==> src/hw/asfm_map.svh <==
// constants for the amplifier state and fault manager
`ifndef ASFM_MAP_SVH
`define ASFM_MAP_SVH

// ==========================================
// clock, timing and channel count
`define ASFM_CLK_MHZ 25
`define ASFM_OC_TIME_US 100
`define ASFM_OC_CYCLES (`ASFM_OC_TIME_US * `ASFM_CLK_MHZ)
`define ASFM_DIAG_TIME_US 40
`define ASFM_DIAG_CYCLES (`ASFM_DIAG_TIME_US * `ASFM_CLK_MHZ)
`define ASFM_CNT_W 12
`define ASFM_CHANNELS 4

// ==========================================
// clip/warning pin source select
`define ASFM_CLIP_SEL_NONE 2'h0
`define ASFM_CLIP_SEL_WARN 2'h1
`define ASFM_CLIP_SEL_CLIP 2'h2
`define ASFM_CLIP_SEL_BOTH 2'h3

// ==========================================
// positions in the synchronised pin vector
`define ASFM_SY_STBY_N 0
`define ASFM_SY_SCLK 1
`define ASFM_SY_TENTH 2
`define ASFM_SY_THIRD 3
`define ASFM_SY_TWO_THIRDS 4
`define ASFM_SY_NINE_TENTHS 5
`define ASFM_SY_POR 6
`define ASFM_SY_UV 7
`define ASFM_SY_CPUV 8
`define ASFM_SY_OV 9
`define ASFM_SY_LDUMP 10
`define ASFM_SY_OTW 11
`define ASFM_SY_OVERHEAT_SHUTDOWN 12
`define ASFM_SY_CBC 13
`define ASFM_SY_DC 17
`define ASFM_SY_CLIP 21
`define ASFM_SY_DOPEN 25
`define ASFM_SY_DSHORT 29
`define ASFM_SYNC_W 33

`endif

==> src/hw/asfm_pkg.sv <==
// types for the amplifier state and fault manager
`include "asfm_map.svh"
package asfm_pkg;

	// ==========================================
	// operating state, gray coded along standby-hiz-mute-ramp-play
	typedef enum logic [2:0]
	{
		ASFM_ST_STANDBY = 3'h0,
		ASFM_ST_HIZ = 3'h1,
		ASFM_ST_MUTE = 3'h3,
		ASFM_ST_RAMP_UP = 3'h2,
		ASFM_ST_PLAY = 3'h6,
		ASFM_ST_RAMP_DOWN = 3'h7
	} asfm_state_t;

	typedef logic [`ASFM_CHANNELS-1:0] asfm_chan_t;

	// ==========================================
	// whole state of the manager core
	typedef struct packed
	{
		asfm_state_t state;
		logic uv;
		logic cpuv;
		logic ov;
		logic overheat_shutdown;
		logic overheat_warning;
		asfm_chan_t oc;
		asfm_chan_t dcf;
		asfm_chan_t dopen;
		asfm_chan_t dshort;
		logic [`ASFM_CHANNELS-1:0][`ASFM_CNT_W-1:0] oc_cnt;
		logic diag_busy;
		logic [`ASFM_CNT_W-1:0] diag_cnt;
		logic sclk_prev;
		logic phase;
		logic fault_act;
		logic clip_act;
	} asfm_core_t;

	// ==========================================
	// synchroniser state
	typedef struct packed
	{
		logic [`ASFM_SYNC_W-1:0] stage1;
		logic [`ASFM_SYNC_W-1:0] stage2;
	} asfm_sync_state_t;

endpackage

==> src/hw/asfm_sync_if.sv <==
// carrier between the manager core and its pin synchroniser
`timescale 1ns/1ps
`include "asfm_map.svh"
interface asfm_sync_if;
	logic [`ASFM_SYNC_W-1:0] raw;
	logic [`ASFM_SYNC_W-1:0] synced;
	modport owner (output raw, input synced);
	modport syncer (input raw, output synced);
endinterface

==> src/hw/asfm_sync.sv <==
// two-stage synchroniser for every asynchronous pin of the manager
`timescale 1ns/1ps
module asfm_sync
(
	input wire logic clock_i,
	input wire logic reset_n_i,
	asfm_sync_if.syncer bus
);
	import asfm_pkg::*;

	asfm_sync_state_t state_reg;
	asfm_sync_state_t state_next;

	// ==========================================
	// first stage feeds only the second
	always_comb
	begin
		state_next = state_reg;
		state_next.stage1 = bus.raw;
		state_next.stage2 = state_reg.stage1;
	end

	always_ff @(posedge clock_i or negedge reset_n_i)
	begin
		if (!reset_n_i)
			state_reg <= '0;
		else
			state_reg <= state_next;
	end

	assign bus.synced = state_reg.stage2;
endmodule

==> src/hw/asfm_core.sv <==
// operating-state and fault manager for a four-channel switching amplifier
// Function
// - standby floats bridges and stops charge pump, oscillator and serial port.
// - mute keeps each bridge switching at 50% duty without audio, supplies on.
// - power-on fault forces hard mute and standby, fault pin only, self-clearing.
// - undervoltage, pump undervoltage, overvoltage force hi-z, reported and latched.
// - overheat warning reported on status and clip pin, no action, self-clearing.
// - overheat shutdown hard mutes, enters standby, reported and latched.
// - load diagnostic runs only in hi-z on command, result latched in status.
// - current limit in mute or play limits, shows on clip pin, starts timer.
// - channel overcurrent or dc fault hard mutes that channel into hi-z, latched.
// - mute ramp gain falls between 2/3 and 1/3 of bypass reference.
// - mute status changes only once ramp pin falls to 1/10 of reference.
// - play ramp gain rises between 1/3 and 2/3 of bypass reference.
// - play status changes only once ramp pin reaches 9/10 of reference.
// - ramp pin starts moving as soon as the mode command arrives.
// - ramp length follows the external capacitor; wait on thresholds, not counts.
// - load diagnostic stays usable with channels paralleled.
// - fault pin, active low open drain, asserts on any hi-z or standby fault.
// - clip pin active low, shows warning, clipping or both by setting.
// - standby pin shuts everything down and loses all register contents.
`timescale 1ns/1ps
`include "asfm_map.svh"
module asfm_core
#(
	parameter logic [`ASFM_CNT_W-1:0] OC_TIMEOUT = `ASFM_CNT_W'(`ASFM_OC_CYCLES),
	parameter logic [`ASFM_CNT_W-1:0] DIAG_TIME = `ASFM_CNT_W'(`ASFM_DIAG_CYCLES)
)
(
	input wire logic clock_i,
	input wire logic reset_n_i,
	input wire logic standby_n_i,
	input wire logic sync_clock_i,
	input wire logic ramp_above_tenth_i,
	input wire logic ramp_above_third_i,
	input wire logic ramp_above_two_thirds_i,
	input wire logic ramp_above_nine_tenths_i,
	input wire logic por_fault_i,
	input wire logic supply_undervoltage_i,
	input wire logic charge_pump_undervoltage_i,
	input wire logic supply_overvoltage_i,
	input wire logic load_dump_i,
	input wire logic overheat_warning_i,
	input wire logic overheat_shutdown_i,
	input wire logic [3:0] cycle_current_limit_i,
	input wire logic [3:0] dc_fault_i,
	input wire logic [3:0] clip_detect_i,
	input wire logic [3:0] diag_open_i,
	input wire logic [3:0] diag_short_i,
	input wire logic cmd_play_i,
	input wire logic [3:0] cmd_hiz_i,
	input wire logic diag_start_i,
	input wire logic fault_clear_i,
	input wire logic [1:0] clip_select_i,
	output asfm_pkg::asfm_state_t dev_state_o,
	output logic charge_pump_en_o,
	output logic osc_en_o,
	output logic serial_en_o,
	output logic ramp_charge_o,
	output logic ramp_hard_discharge_o,
	output logic gain_ramping_o,
	output logic [3:0] bridge_hiz_o,
	output logic [3:0] bridge_switch_o,
	output logic [3:0] audio_enable_o,
	output logic [3:0] current_limit_o,
	output logic status_mute_o,
	output logic status_play_o,
	output logic stat_undervoltage_o,
	output logic stat_charge_pump_undervoltage_o,
	output logic stat_overvoltage_o,
	output logic stat_overheat_warning_o,
	output logic stat_overheat_shutdown_o,
	output logic [3:0] stat_overcurrent_o,
	output logic [3:0] stat_dc_fault_o,
	output logic [3:0] stat_diag_open_o,
	output logic [3:0] stat_diag_short_o,
	output logic diag_busy_o,
	output logic fault_out_o,
	output logic fault_oe_n_o,
	output logic clip_heat_warning_n_o
);
	import asfm_pkg::*;

	// ==========================================
	// state decoding and latch helpers
	function automatic logic is_running(input asfm_state_t st);
		is_running = (st == ASFM_ST_MUTE) || (st == ASFM_ST_RAMP_UP) ||
			(st == ASFM_ST_PLAY) || (st == ASFM_ST_RAMP_DOWN);
	endfunction

	function automatic logic is_ramping(input asfm_state_t st);
		is_ramping = (st == ASFM_ST_RAMP_UP) || (st == ASFM_ST_PLAY) || (st == ASFM_ST_RAMP_DOWN);
	endfunction

	function automatic logic hold_latch(input logic held, input logic set, input logic clear);
		hold_latch = set || (held && !clear);
	endfunction

	// ==========================================
	// pin synchronisation
	asfm_sync_if sync_bus ();

	assign sync_bus.raw = {diag_short_i, diag_open_i, clip_detect_i, dc_fault_i, cycle_current_limit_i,
		overheat_shutdown_i, overheat_warning_i, load_dump_i, supply_overvoltage_i,
		charge_pump_undervoltage_i, supply_undervoltage_i, por_fault_i,
		ramp_above_nine_tenths_i, ramp_above_two_thirds_i, ramp_above_third_i, ramp_above_tenth_i,
		sync_clock_i, standby_n_i};

	asfm_sync u_sync
	(
		.clock_i(clock_i),
		.reset_n_i(reset_n_i),
		.bus(sync_bus.syncer)
	);

	logic [`ASFM_SYNC_W-1:0] s;
	logic s_tenth, s_third, s_two_thirds, s_nine_tenths;
	logic s_por, s_ldump, s_otw, s_overheat_shutdown;
	logic [3:0] s_cbc, s_dc, s_clip, s_dopen, s_dshort;

	assign s = sync_bus.synced;
	assign s_tenth = s[`ASFM_SY_TENTH];
	assign s_third = s[`ASFM_SY_THIRD];
	assign s_two_thirds = s[`ASFM_SY_TWO_THIRDS];
	assign s_nine_tenths = s[`ASFM_SY_NINE_TENTHS];
	assign s_por = s[`ASFM_SY_POR];
	assign s_ldump = s[`ASFM_SY_LDUMP];
	assign s_otw = s[`ASFM_SY_OTW];
	assign s_overheat_shutdown = s[`ASFM_SY_OVERHEAT_SHUTDOWN];
	assign s_cbc = s[`ASFM_SY_CBC +: 4];
	assign s_dc = s[`ASFM_SY_DC +: 4];
	assign s_clip = s[`ASFM_SY_CLIP +: 4];
	assign s_dopen = s[`ASFM_SY_DOPEN +: 4];
	assign s_dshort = s[`ASFM_SY_DSHORT +: 4];

	// ==========================================
	// manager state
	asfm_core_t state_reg;
	asfm_core_t state_next;
	logic running;
	logic global_hiz;
	logic force_standby;
	logic [3:0] chan_hiz;
	logic [3:0] limiting;
	logic [3:0] clipping;

	assign running = is_running(state_reg.state);
	assign global_hiz = state_reg.uv || state_reg.cpuv || state_reg.ov;
	assign force_standby = s_por || s_ldump || state_reg.overheat_shutdown;
	assign chan_hiz = cmd_hiz_i | state_reg.oc | state_reg.dcf | {4{!running}};
	assign limiting = s_cbc & ~chan_hiz;
	assign clipping = s_clip & ~chan_hiz & {4{state_reg.state == ASFM_ST_PLAY}};

	always_comb
	begin
		logic monitor;
		logic warn_src;
		logic clip_src;
		monitor = state_reg.state != ASFM_ST_STANDBY;
		warn_src = 1'b0;
		clip_src = 1'b0;
		state_next = state_reg;

		// global latched faults, set wins over clear; overheat warning follows its pin unlatched
		state_next.uv = hold_latch(state_reg.uv, monitor && s[`ASFM_SY_UV], fault_clear_i);
		state_next.cpuv = hold_latch(state_reg.cpuv, monitor && s[`ASFM_SY_CPUV], fault_clear_i);
		state_next.ov = hold_latch(state_reg.ov, monitor && s[`ASFM_SY_OV], fault_clear_i);
		state_next.overheat_shutdown = hold_latch(state_reg.overheat_shutdown, monitor && s_overheat_shutdown, fault_clear_i);
		state_next.overheat_warning = monitor && s_otw;

		// mute/play sequencing on ramp thresholds, gray-coded except the direct ramp-up/ramp-down reversal
		case (state_reg.state)
			ASFM_ST_STANDBY:
			begin
				if (!force_standby)
					state_next.state = ASFM_ST_HIZ;
			end
			ASFM_ST_HIZ:
			begin
				if (!global_hiz)
					state_next.state = ASFM_ST_MUTE;
			end
			ASFM_ST_MUTE:
			begin
				if (cmd_play_i)
					state_next.state = ASFM_ST_RAMP_UP;
			end
			ASFM_ST_RAMP_UP:
			begin
				if (!cmd_play_i)
					state_next.state = ASFM_ST_RAMP_DOWN;
				else if (s_nine_tenths)
					state_next.state = ASFM_ST_PLAY;
			end
			ASFM_ST_PLAY:
			begin
				if (!cmd_play_i)
					state_next.state = ASFM_ST_RAMP_DOWN;
			end
			ASFM_ST_RAMP_DOWN:
			begin
				if (cmd_play_i)
					state_next.state = ASFM_ST_RAMP_UP;
				else if (!s_tenth)
					state_next.state = ASFM_ST_MUTE;
			end
			default:
			begin
				state_next.state = ASFM_ST_STANDBY;
			end
		endcase
		if (global_hiz && running)
			state_next.state = ASFM_ST_HIZ;
		if (force_standby)
			state_next.state = ASFM_ST_STANDBY;

		// per-channel faults and overcurrent timers
		for (int i = 0; i < 4; i++)
		begin
			if (limiting[i] && state_reg.oc_cnt[i] != OC_TIMEOUT)
				state_next.oc_cnt[i] = state_reg.oc_cnt[i] + `ASFM_CNT_W'(1);
			else if (!limiting[i])
				state_next.oc_cnt[i] = '0;
			state_next.oc[i] = hold_latch(state_reg.oc[i],
				limiting[i] && state_reg.oc_cnt[i] == OC_TIMEOUT - `ASFM_CNT_W'(1), fault_clear_i);
			state_next.dcf[i] = hold_latch(state_reg.dcf[i],
				s_dc[i] && !chan_hiz[i] && state_reg.state == ASFM_ST_PLAY, fault_clear_i);
		end

		// load diagnostic, all channels hi-z so paralleled pairs are tested together
		if (state_reg.diag_busy)
		begin
			if (!(&chan_hiz) || !monitor)
				state_next.diag_busy = 1'b0;
			else if (state_reg.diag_cnt == DIAG_TIME - `ASFM_CNT_W'(1))
			begin
				state_next.diag_busy = 1'b0;
				state_next.dopen = s_dopen;
				state_next.dshort = s_dshort;
			end
			else
				state_next.diag_cnt = state_reg.diag_cnt + `ASFM_CNT_W'(1);
		end
		else if (diag_start_i && monitor && (&chan_hiz))
		begin
			state_next.diag_busy = 1'b1;
			state_next.diag_cnt = '0;
		end

		// mute carrier: one toggle per rising sync edge gives exactly half duty
		state_next.sclk_prev = s[`ASFM_SY_SCLK];
		if (s[`ASFM_SY_SCLK] && !state_reg.sclk_prev)
			state_next.phase = !state_reg.phase;

		// fault and clip/warning pins
		state_next.fault_act = s_por || s_ldump || state_next.overheat_shutdown || state_next.uv || state_next.cpuv ||
			state_next.ov || (|state_next.oc) || (|state_next.dcf);
		warn_src = state_next.overheat_warning;
		clip_src = (|clipping) || (|limiting);
		case (clip_select_i)
			`ASFM_CLIP_SEL_WARN: state_next.clip_act = warn_src;
			`ASFM_CLIP_SEL_CLIP: state_next.clip_act = clip_src;
			`ASFM_CLIP_SEL_BOTH: state_next.clip_act = warn_src || clip_src;
			default: state_next.clip_act = 1'b0;
		endcase

		// standby pin wipes every register
		if (!s[`ASFM_SY_STBY_N])
			state_next = '0;
	end

	always_ff @(posedge clock_i or negedge reset_n_i)
	begin
		if (!reset_n_i)
			state_reg <= '0;
		else
			state_reg <= state_next;
	end

	// ==========================================
	// outputs
	assign dev_state_o = state_reg.state;
	assign charge_pump_en_o = state_reg.state != ASFM_ST_STANDBY;
	assign osc_en_o = state_reg.state != ASFM_ST_STANDBY;
	assign serial_en_o = state_reg.state != ASFM_ST_STANDBY;
	assign ramp_charge_o = (state_reg.state == ASFM_ST_RAMP_UP) || (state_reg.state == ASFM_ST_PLAY);
	assign ramp_hard_discharge_o = !running;
	assign gain_ramping_o = is_ramping(state_reg.state) && s_third && !s_two_thirds;
	assign bridge_hiz_o = chan_hiz;
	assign bridge_switch_o = {4{state_reg.phase}} & ~chan_hiz;
	assign audio_enable_o = {4{is_ramping(state_reg.state) && s_third}} & ~chan_hiz;
	assign current_limit_o = limiting;
	assign status_mute_o = state_reg.state == ASFM_ST_MUTE;
	assign status_play_o = state_reg.state == ASFM_ST_PLAY;
	assign stat_undervoltage_o = state_reg.uv;
	assign stat_charge_pump_undervoltage_o = state_reg.cpuv;
	assign stat_overvoltage_o = state_reg.ov;
	assign stat_overheat_warning_o = state_reg.overheat_warning;
	assign stat_overheat_shutdown_o = state_reg.overheat_shutdown;
	assign stat_overcurrent_o = state_reg.oc;
	assign stat_dc_fault_o = state_reg.dcf;
	assign stat_diag_open_o = state_reg.dopen;
	assign stat_diag_short_o = state_reg.dshort;
	assign diag_busy_o = state_reg.diag_busy;
	assign fault_out_o = 1'b0;
	assign fault_oe_n_o = !state_reg.fault_act;
	assign clip_heat_warning_n_o = !state_reg.clip_act;
endmodule

==> config.mk <==
export PLATFORM = sky130hd
export DESIGN_NAME = asfm_core
export DESIGN_NICKNAME = d
export VERILOG_FILES = /design/src/hw/asfm_pkg.sv /design/src/hw/asfm_sync_if.sv /design/src/hw/asfm_sync.sv /design/src/hw/asfm_core.sv
export VERILOG_INCLUDE_DIRS = /design/src /design/src/hw
export SDC_FILE = /design/constraint.sdc
export NUM_CORES = 1
export LEC_CHECK = 0
export BUFFER_PORTS_ARGS = -buffer_cell sky130_fd_sc_hd__buf_2
export CAP_MARGIN = 20
export CORE_UTILIZATION = 57
export DETAILED_ROUTE_END_ITERATION = 8
export PLACE_DENSITY = 0.89
export SLEW_MARGIN = 20
export SYNTH_ARGS = -nofsm -noshare
export SYNTH_HDL_FRONTEND = slang
export SYNTH_SLANG_ARGS = --single-unit
==> constraint.sdc <==
create_clock -name clock_i -period 3 [get_ports clock_i]
set_input_delay 0.15 -clock clock_i [delete_from_list [all_inputs] [get_ports clock_i]]
set_output_delay 0.15 -clock clock_i [all_outputs]
set_load 0.01 [all_outputs]
### Yosys cells after proc, flatten, opt, wreduce, memory -nomap -nowiden

Cells that the tools add are included.
Widths: inputs -> output; s select.

* register bits: 155
* bits in latches: 0
* bits in writable memories: 0
* ROM bits: 0
* input bits: 44
* output and inout bits: 52
* logic and storage cells: 191
* memories kept: 0

* add/subtract/negate cells: 5
* multiply operators: 0
* div/mod/pow operators: 0
* magnitude comparators: 0
* equal/unequal tests: 33
* shift operators: 0
* multiplexer cells: 30
* bitwise operators: 9
* reductions and logical operators: 92

Operators by type and width (number)
* $mux 12: 10
* $mux 89: 1
* $add 12x1->12 const B: 5
* $eq 12x12->1 const B: 4
* $ne 12x12->1 const B: 4
* $logic_and 1x1->1: 39
* $logic_or 1x1->1: 30
* $mux 3: 9
* $mux 13: 2
* $mux 8: 3
* $ne 3x3->1 const B: 7
* $and 4x4->4: 5
* $pmux 3 s6: 1
* $reduce_or 4->1: 4
* $ne 5x5->1 const B: 3
* $logic_not 1->1: 13
* $eq 12x10->1 const B: 1
* $or 4x4->4: 3
* $ne 2x2->1 const B: 4
* $eq 3x2->1 const B: 2
* $eq 3x3->1 const B: 2
* $ne 6x5->1 const B: 1
* $ne 6x6->1 const B: 1
* $reduce_and 3->1: 2
* other kinds (10): 13

### Depth between registers and ports, before layout

* depth after elaboration: 14
* gate-level depth with buffers: 7
* depth with buffers taken out: 6

### Cells and area by module

A second synthesis with hierarchy kept.

* cells, all modules: 575
* area total of the unflattened synthesis: 6542.5 um^2

Modules (own cells, without submodules)
* asfm_core: instances 1, cells an instance 509, area an instance 4890.9 um^2, sequential area each 2227.1 um^2
* asfm_sync: instances 1, cells an instance 66, area an instance 1651.6 um^2, sequential area each 1651.6 um^2

### Least setup slack after synthesis

OpenSTA, ideal clock, no wires.

* path kind: register to register
* start point: reg state_reg (netlist bit diag_busy_o)
* end point: reg state_reg[14] (netlist name)
* library setup time: 0.124 ns
* arrival time: 2.019 ns
* data required time: 2.876 ns
* path slack: 0.857 ns
* cell stages (with the launch flop): 8
* path buffers: 2
* cell sequence: dfrtp_1 > buf_4 > or4b_2 > nor4_4 > or4b_1 > buf_4 > nor3_1 > a211o_1

* cells in the longest elaborated chain, start to end: 2
* elaborated cells between the ends (all ways): 6
* those cells by class: 3 x eq/ne; 2 x mux; 1 x reduce/logical

Ends and longest elaborated chain
* start: declaration: RTL line asfm_core.sv:138 `asfm_core_t state_reg;`
* start signal: assignment: RTL line asfm_core.sv:277 `state_reg <= state_next;`
* $ne 3x3->1 (no source line) / $mux 13 (equally long branches)
* $reduce_and 3->1 (no source line) / $mux 89 (equally long branches)

Several ways; a longest one is shown, not always the timed one.
A chain may end at the register's enable or synchronous reset.

### Worst setup path in the final report

* start point: reg state_reg (netlist bit dev_state_o[1])
* end point: reg state_reg[12] (netlist name)

* cells in the longest elaborated chain, start to end: 11
* elaborated cells between the ends (all ways): 19
* those cells by class: 6 x eq/ne; 1 x bitwise; 12 x reduce/logical

Ends and longest elaborated chain
* $eq 3x2->1: RTL line asfm_core.sv:87 `is_running = (st == ASFM_ST_MUTE) || (st == ASFM_ST_RAMP_UP) ||`
* $logic_or 1x1->1 (2 in series): RTL line asfm_core.sv:87
* $logic_or 1x1->1: RTL line asfm_core.sv:88 `(st == ASFM_ST_PLAY) || (st == ASFM_ST_RAMP_DOWN);`
* $logic_not 1->1: RTL line asfm_core.sv:150 `assign chan_hiz = cmd_hiz_i | state_reg.oc | state_reg.dcf | {4{!running}};`
* $or 4x4->4: RTL line asfm_core.sv:150
* $reduce_and 4->1: RTL line asfm_core.sv:233, asfm_core.sv:244
* $logic_not 1->1: RTL line asfm_core.sv:233 `if (!(&chan_hiz) || !monitor)`
* $logic_or 1x1->1: RTL line asfm_core.sv:233
* $ne 3x3->1 (no source line)
* $reduce_and 3->1 (no source line) (*)

Mark *: on every way between the ends. The rest lies on a longest branch, timed or not.

==> impl_results.rst <==
.. list-table::
   :header-rows: 1

   * - Metric
     - Value
   * - Outcome
     - completed
   * - Number of nets in the synthesized netlist
     - roughly 630
   * - Die W
     - 108 µm
   * - Setup bufs post-CTS
     - 0
   * - RR Startpoint
     - dev_state_o[1]
   * - Mapped Cells
     - ~580
   * - Sum of net half-perimeters after detailed placement
     - 9860 µm
   * - Max-slew headroom at the worst pin
     - a little under a third
   * - Routed via count divided by cell count
     - between 5 and 6
   * - Count of endpoints failing setup in the final report
     - 0
   * - Post-detailed-route count of antenna-violating nets
     - 0
   * - Least setup slack across all paths after layout
     - 376 ps
   * - Top cell type's share of synthesized area
     - 60.2%
   * - Setup Crit Path Kind
     - flop to flop
   * - Distinct cells, synth
     - 51
   * - Synthesis-stage register bit count
     - 155
   * - Shortest clock period the worst path allows after layout
     - about 2600 ps
   * - Final hold violation count
     - 0
   * - Maximum number of buffers from clock root to sink
     - 2
   * - Leading cell type in the layout, fill and taps excluded
     - sky130_fd_sc_hd__dfrtp_1
   * - Clock Latency Late Sink
     - 430 ps
   * - CP max FO
     - 13
   * - Standard-cell row count
     - 38
   * - Final total power
     - 4.34 mW
   * - Y dimension of the die
     - between 100 and 150 µm
   * - Wire length of the first global-routing pass
     - 26000 µm
   * - Die Area
     - 11700 µm²
   * - Unrepaired setup endpoints after global routing
     - no
   * - Signal arrival time at the worst endpoint
     - around 3000 ps
   * - Routed wire length
     - between 15000 and 20000 µm
   * - Max-slew violation total from the final report
     - 0
   * - Clock tree sinks
     - roughly 160
   * - Total power per unit cell area
     - around 560 nW/µm²
   * - Path class of the lowest-slack min-delay path
     - primary input to flop
   * - Cell area after synthesis
     - about 6400 µm²
   * - Initial cell density of the core
     - 58.9%
   * - Synth async-reset ratio
     - 100%
   * - ANT cells
     - 0
   * - Max-cap violation count
     - 0
   * - Remaining global-route overflow
     - 0
   * - Count of port buffers added during placement
     - 94
   * - Critical Path Start
     - dev_state_o[1]
   * - YS warnings
     - 0
   * - Clock-pin transition on the worst setup and hold timing paths
     - about 60 ps
   * - Global router's overall resource usage
     - between 20 and 30%
   * - Share of post-route cells with drive strength above 1
     - about a fifth
   * - Wire length per cell after detailed routing
     - ~19 µm
   * - Layout Skew
     - between 7 and 8 ps
   * - Area overhead of the layout relative to synthesis
     - 21.1%
   * - Leakage power summed over all cells
     - between 3 and 4 nW
   * - Sum of negative setup slack
     - 0 ps
   * - Reg2reg path depth
     - 6
   * - Sequential cell area fraction in the yosys report
     - 60.2%
   * - Core outline area
     - around 11000 µm²
   * - Highest achievable clock rate
     - 381 MHz
   * - Data required time at the worst endpoint
     - 3360 ps
   * - Dominant cell type by area after synthesis
     - sky130_fd_sc_hd__dfrtp_1
   * - Crit path launch type
     - flop
   * - Main synth FF type
     - sky130_fd_sc_hd__dfrtp_1
   * - # nets final
     - approximately 750
   * - Maximum vdd ir drop
     - 0.481 mV
   * - Period utilisation layout
     - between 80 and 90%
   * - Via count of the first global-routing pass
     - about 5000
   * - Place WS
     - 443 ps
   * - Clock buffers created by TritonCTS
     - 17
   * - Average size of a mapped cell
     - approximately 11 µm²
   * - DRC marker count from the first detailed-route iteration
     - 512
   * - First-pass iteration count of the detailed router
     - 7
   * - Clock tree from TritonCTS
     - done
   * - Gpl congestion
     - between 0.8 and 0.9
   * - Measured slew at the worst slew-check pin
     - about 1000 ps
   * - Number of flip-flops in the largest register
     - 64
   * - Number of cells on the worst hold path
     - 2
   * - Count of pins on the block boundary
     - 96
   * - Critical Path End Type
     - flop
   * - Root Buffer
     - sky130_fd_sc_hd__clkbuf_16
   * - Maximum number of pins on one net before global-route repair
     - 98
   * - Most area-consuming cells after synthesis
     - sky130_fd_sc_hd__dfrtp_1, sky130_fd_sc_hd__nor2_1, sky130_fd_sc_hd__xnor2_1, sky130_fd_sc_hd__buf_4, sky130_fd_sc_hd__nand2_1
   * - HP Start
     - clip_select_i[1]
   * - Highest-count cells in the layout ignoring fill and taps
     - sky130_fd_sc_hd__dfrtp_1, sky130_fd_sc_hd__buf_2, sky130_fd_sc_hd__nor2_1
   * - Post-detailed-route DRC marker count
     - 0
   * - Number of synthesized flops with an enable pin
     - 0
   * - Initial antenna violation count
     - 0
   * - Vias post-DR
     - 4963
   * - H-tree depth reported by CTS
     - 4
-- synthesized netlist by cell type, types with 2 or more instances --
cell type,count
sky130_fd_sc_hd__a32o_1,5
sky130_fd_sc_hd__ha_1,9
sky130_fd_sc_hd__and3_1,10
sky130_fd_sc_hd__mux2i_1,13
sky130_fd_sc_hd__nor4_1,7
sky130_fd_sc_hd__a31oi_1,2
sky130_fd_sc_hd__nand4b_1,3
sky130_fd_sc_hd__xnor2_1,22
sky130_fd_sc_hd__a22o_1,2
sky130_fd_sc_hd__inv_1,27
sky130_fd_sc_hd__clkbuf_1,13
sky130_fd_sc_hd__a21oi_1,14
sky130_fd_sc_hd__buf_4,24
sky130_fd_sc_hd__nor2b_1,6
sky130_fd_sc_hd__and2_1,17
sky130_fd_sc_hd__nand3_1,22
sky130_fd_sc_hd__nor4b_4,2
sky130_fd_sc_hd__clkinv_1,2
sky130_fd_sc_hd__or3_1,3
sky130_fd_sc_hd__dfrtp_1,155
sky130_fd_sc_hd__nor2_1,92
sky130_fd_sc_hd__nand2_1,39
sky130_fd_sc_hd__o32ai_1,4
sky130_fd_sc_hd__a211o_1,2
sky130_fd_sc_hd__and4_1,3
sky130_fd_sc_hd__nor3_1,14
sky130_fd_sc_hd__o22ai_1,2
sky130_fd_sc_hd__a22oi_1,4
sky130_fd_sc_hd__nor4b_1,3
sky130_fd_sc_hd__o21ai_0,5
sky130_fd_sc_hd__or4b_1,2
sky130_fd_sc_hd__nor4_4,2
sky130_fd_sc_hd__nand4_1,14
sky130_fd_sc_hd__xor2_1,16
sky130_fd_sc_hd__or3b_2,3
-- what timing repair did --
action                    in CTS  in global routing
hold buffers                  36                  0
hold endpoints to repair     131                  0
gates resized for setup        0                  0
-- cells by family after synthesis --
kind of cell	count (synthesis)	share of synthesized area, %
AND/OR/NAND/NOR	248	20.1
flip-flops	155	60.2
buffers and inverters	68	5.50
AO/OA/AOI/OAI	47	5.17
XOR/XNOR	38	5.17
multiplexers	13	2.02
adder cells (fa/ha/maj)	9	1.75
other	1	0.0582
-- layout make-up --
cell class,count,area (µm²)
clock buffer,18,439
clock inverter,14,110
fill,671,3140
inverter,29,109
multi-input combinational,356,2210
sequential,155,3880
tap,140,175
timing repair buffer,134,880
-- metrics by stage --
stage / utilization (%) / instances / area, µm² / hold WS (ps)
4_1_cts: 71.3 / 846 / 7800 / 8.85
2_1_floorplan: - / 579 / 6440 / -146
5_1_grt: 71.3 / 846 / 7800 / 7.18
3_3_place_gp: 63.0 / 778 / 6890 / 257
3_5_place_dp: 63.0 / 778 / 6890 / 259
6_report: 71.3 / 846 / 7800 / 15.8
-- power breakdown --
group	total (mW)	switching [mW]	leakage, nW	internal, mW
combinational	0.170	0.0977	1.30	0.0727
clock	2.00	0.908	0.273	1.10
sequential	2.17	0.0261	2.01	2.14
total	4.34	1.03	3.59	3.31
-- worst max-delay path, cell delays in order, from the launching register on --
cell and delay [ps]:
sky130_fd_sc_hd__dfrtp_1 490, sky130_fd_sc_hd__nor4b_1 210, sky130_fd_sc_hd__buf_4 180, sky130_fd_sc_hd__nor4_4 310, sky130_fd_sc_hd__or4b_1 700, sky130_fd_sc_hd__or4_1 570
sky130_fd_sc_hd__nand3_1 100
-- worst paths after layout --
path | slack, ps | end
hold reg to reg | 350 | u_sync.bus.synced[11]
hold / removal | 20 | state_reg[0]
max in group asynchronous | 1790 | diag_busy_o
setup reg to reg | 380 | state_reg[12]
min in group asynchronous | 390 | u_sync.bus.synced[6]
setup / recovery | 380 | state_reg[12]
-- layer usage --
layer / track usage [%] / vias up / share of wire (%)
met4: 12.8 / 0 / 3.4
met1: 36.3 / 2479 / 38
li1: - / 2175 / -
met5: 0 / - / 0
met2: 51.2 / 251 / 51
met3: 7.47 / 58 / 7.0
(Power assumes the default switching activity.)
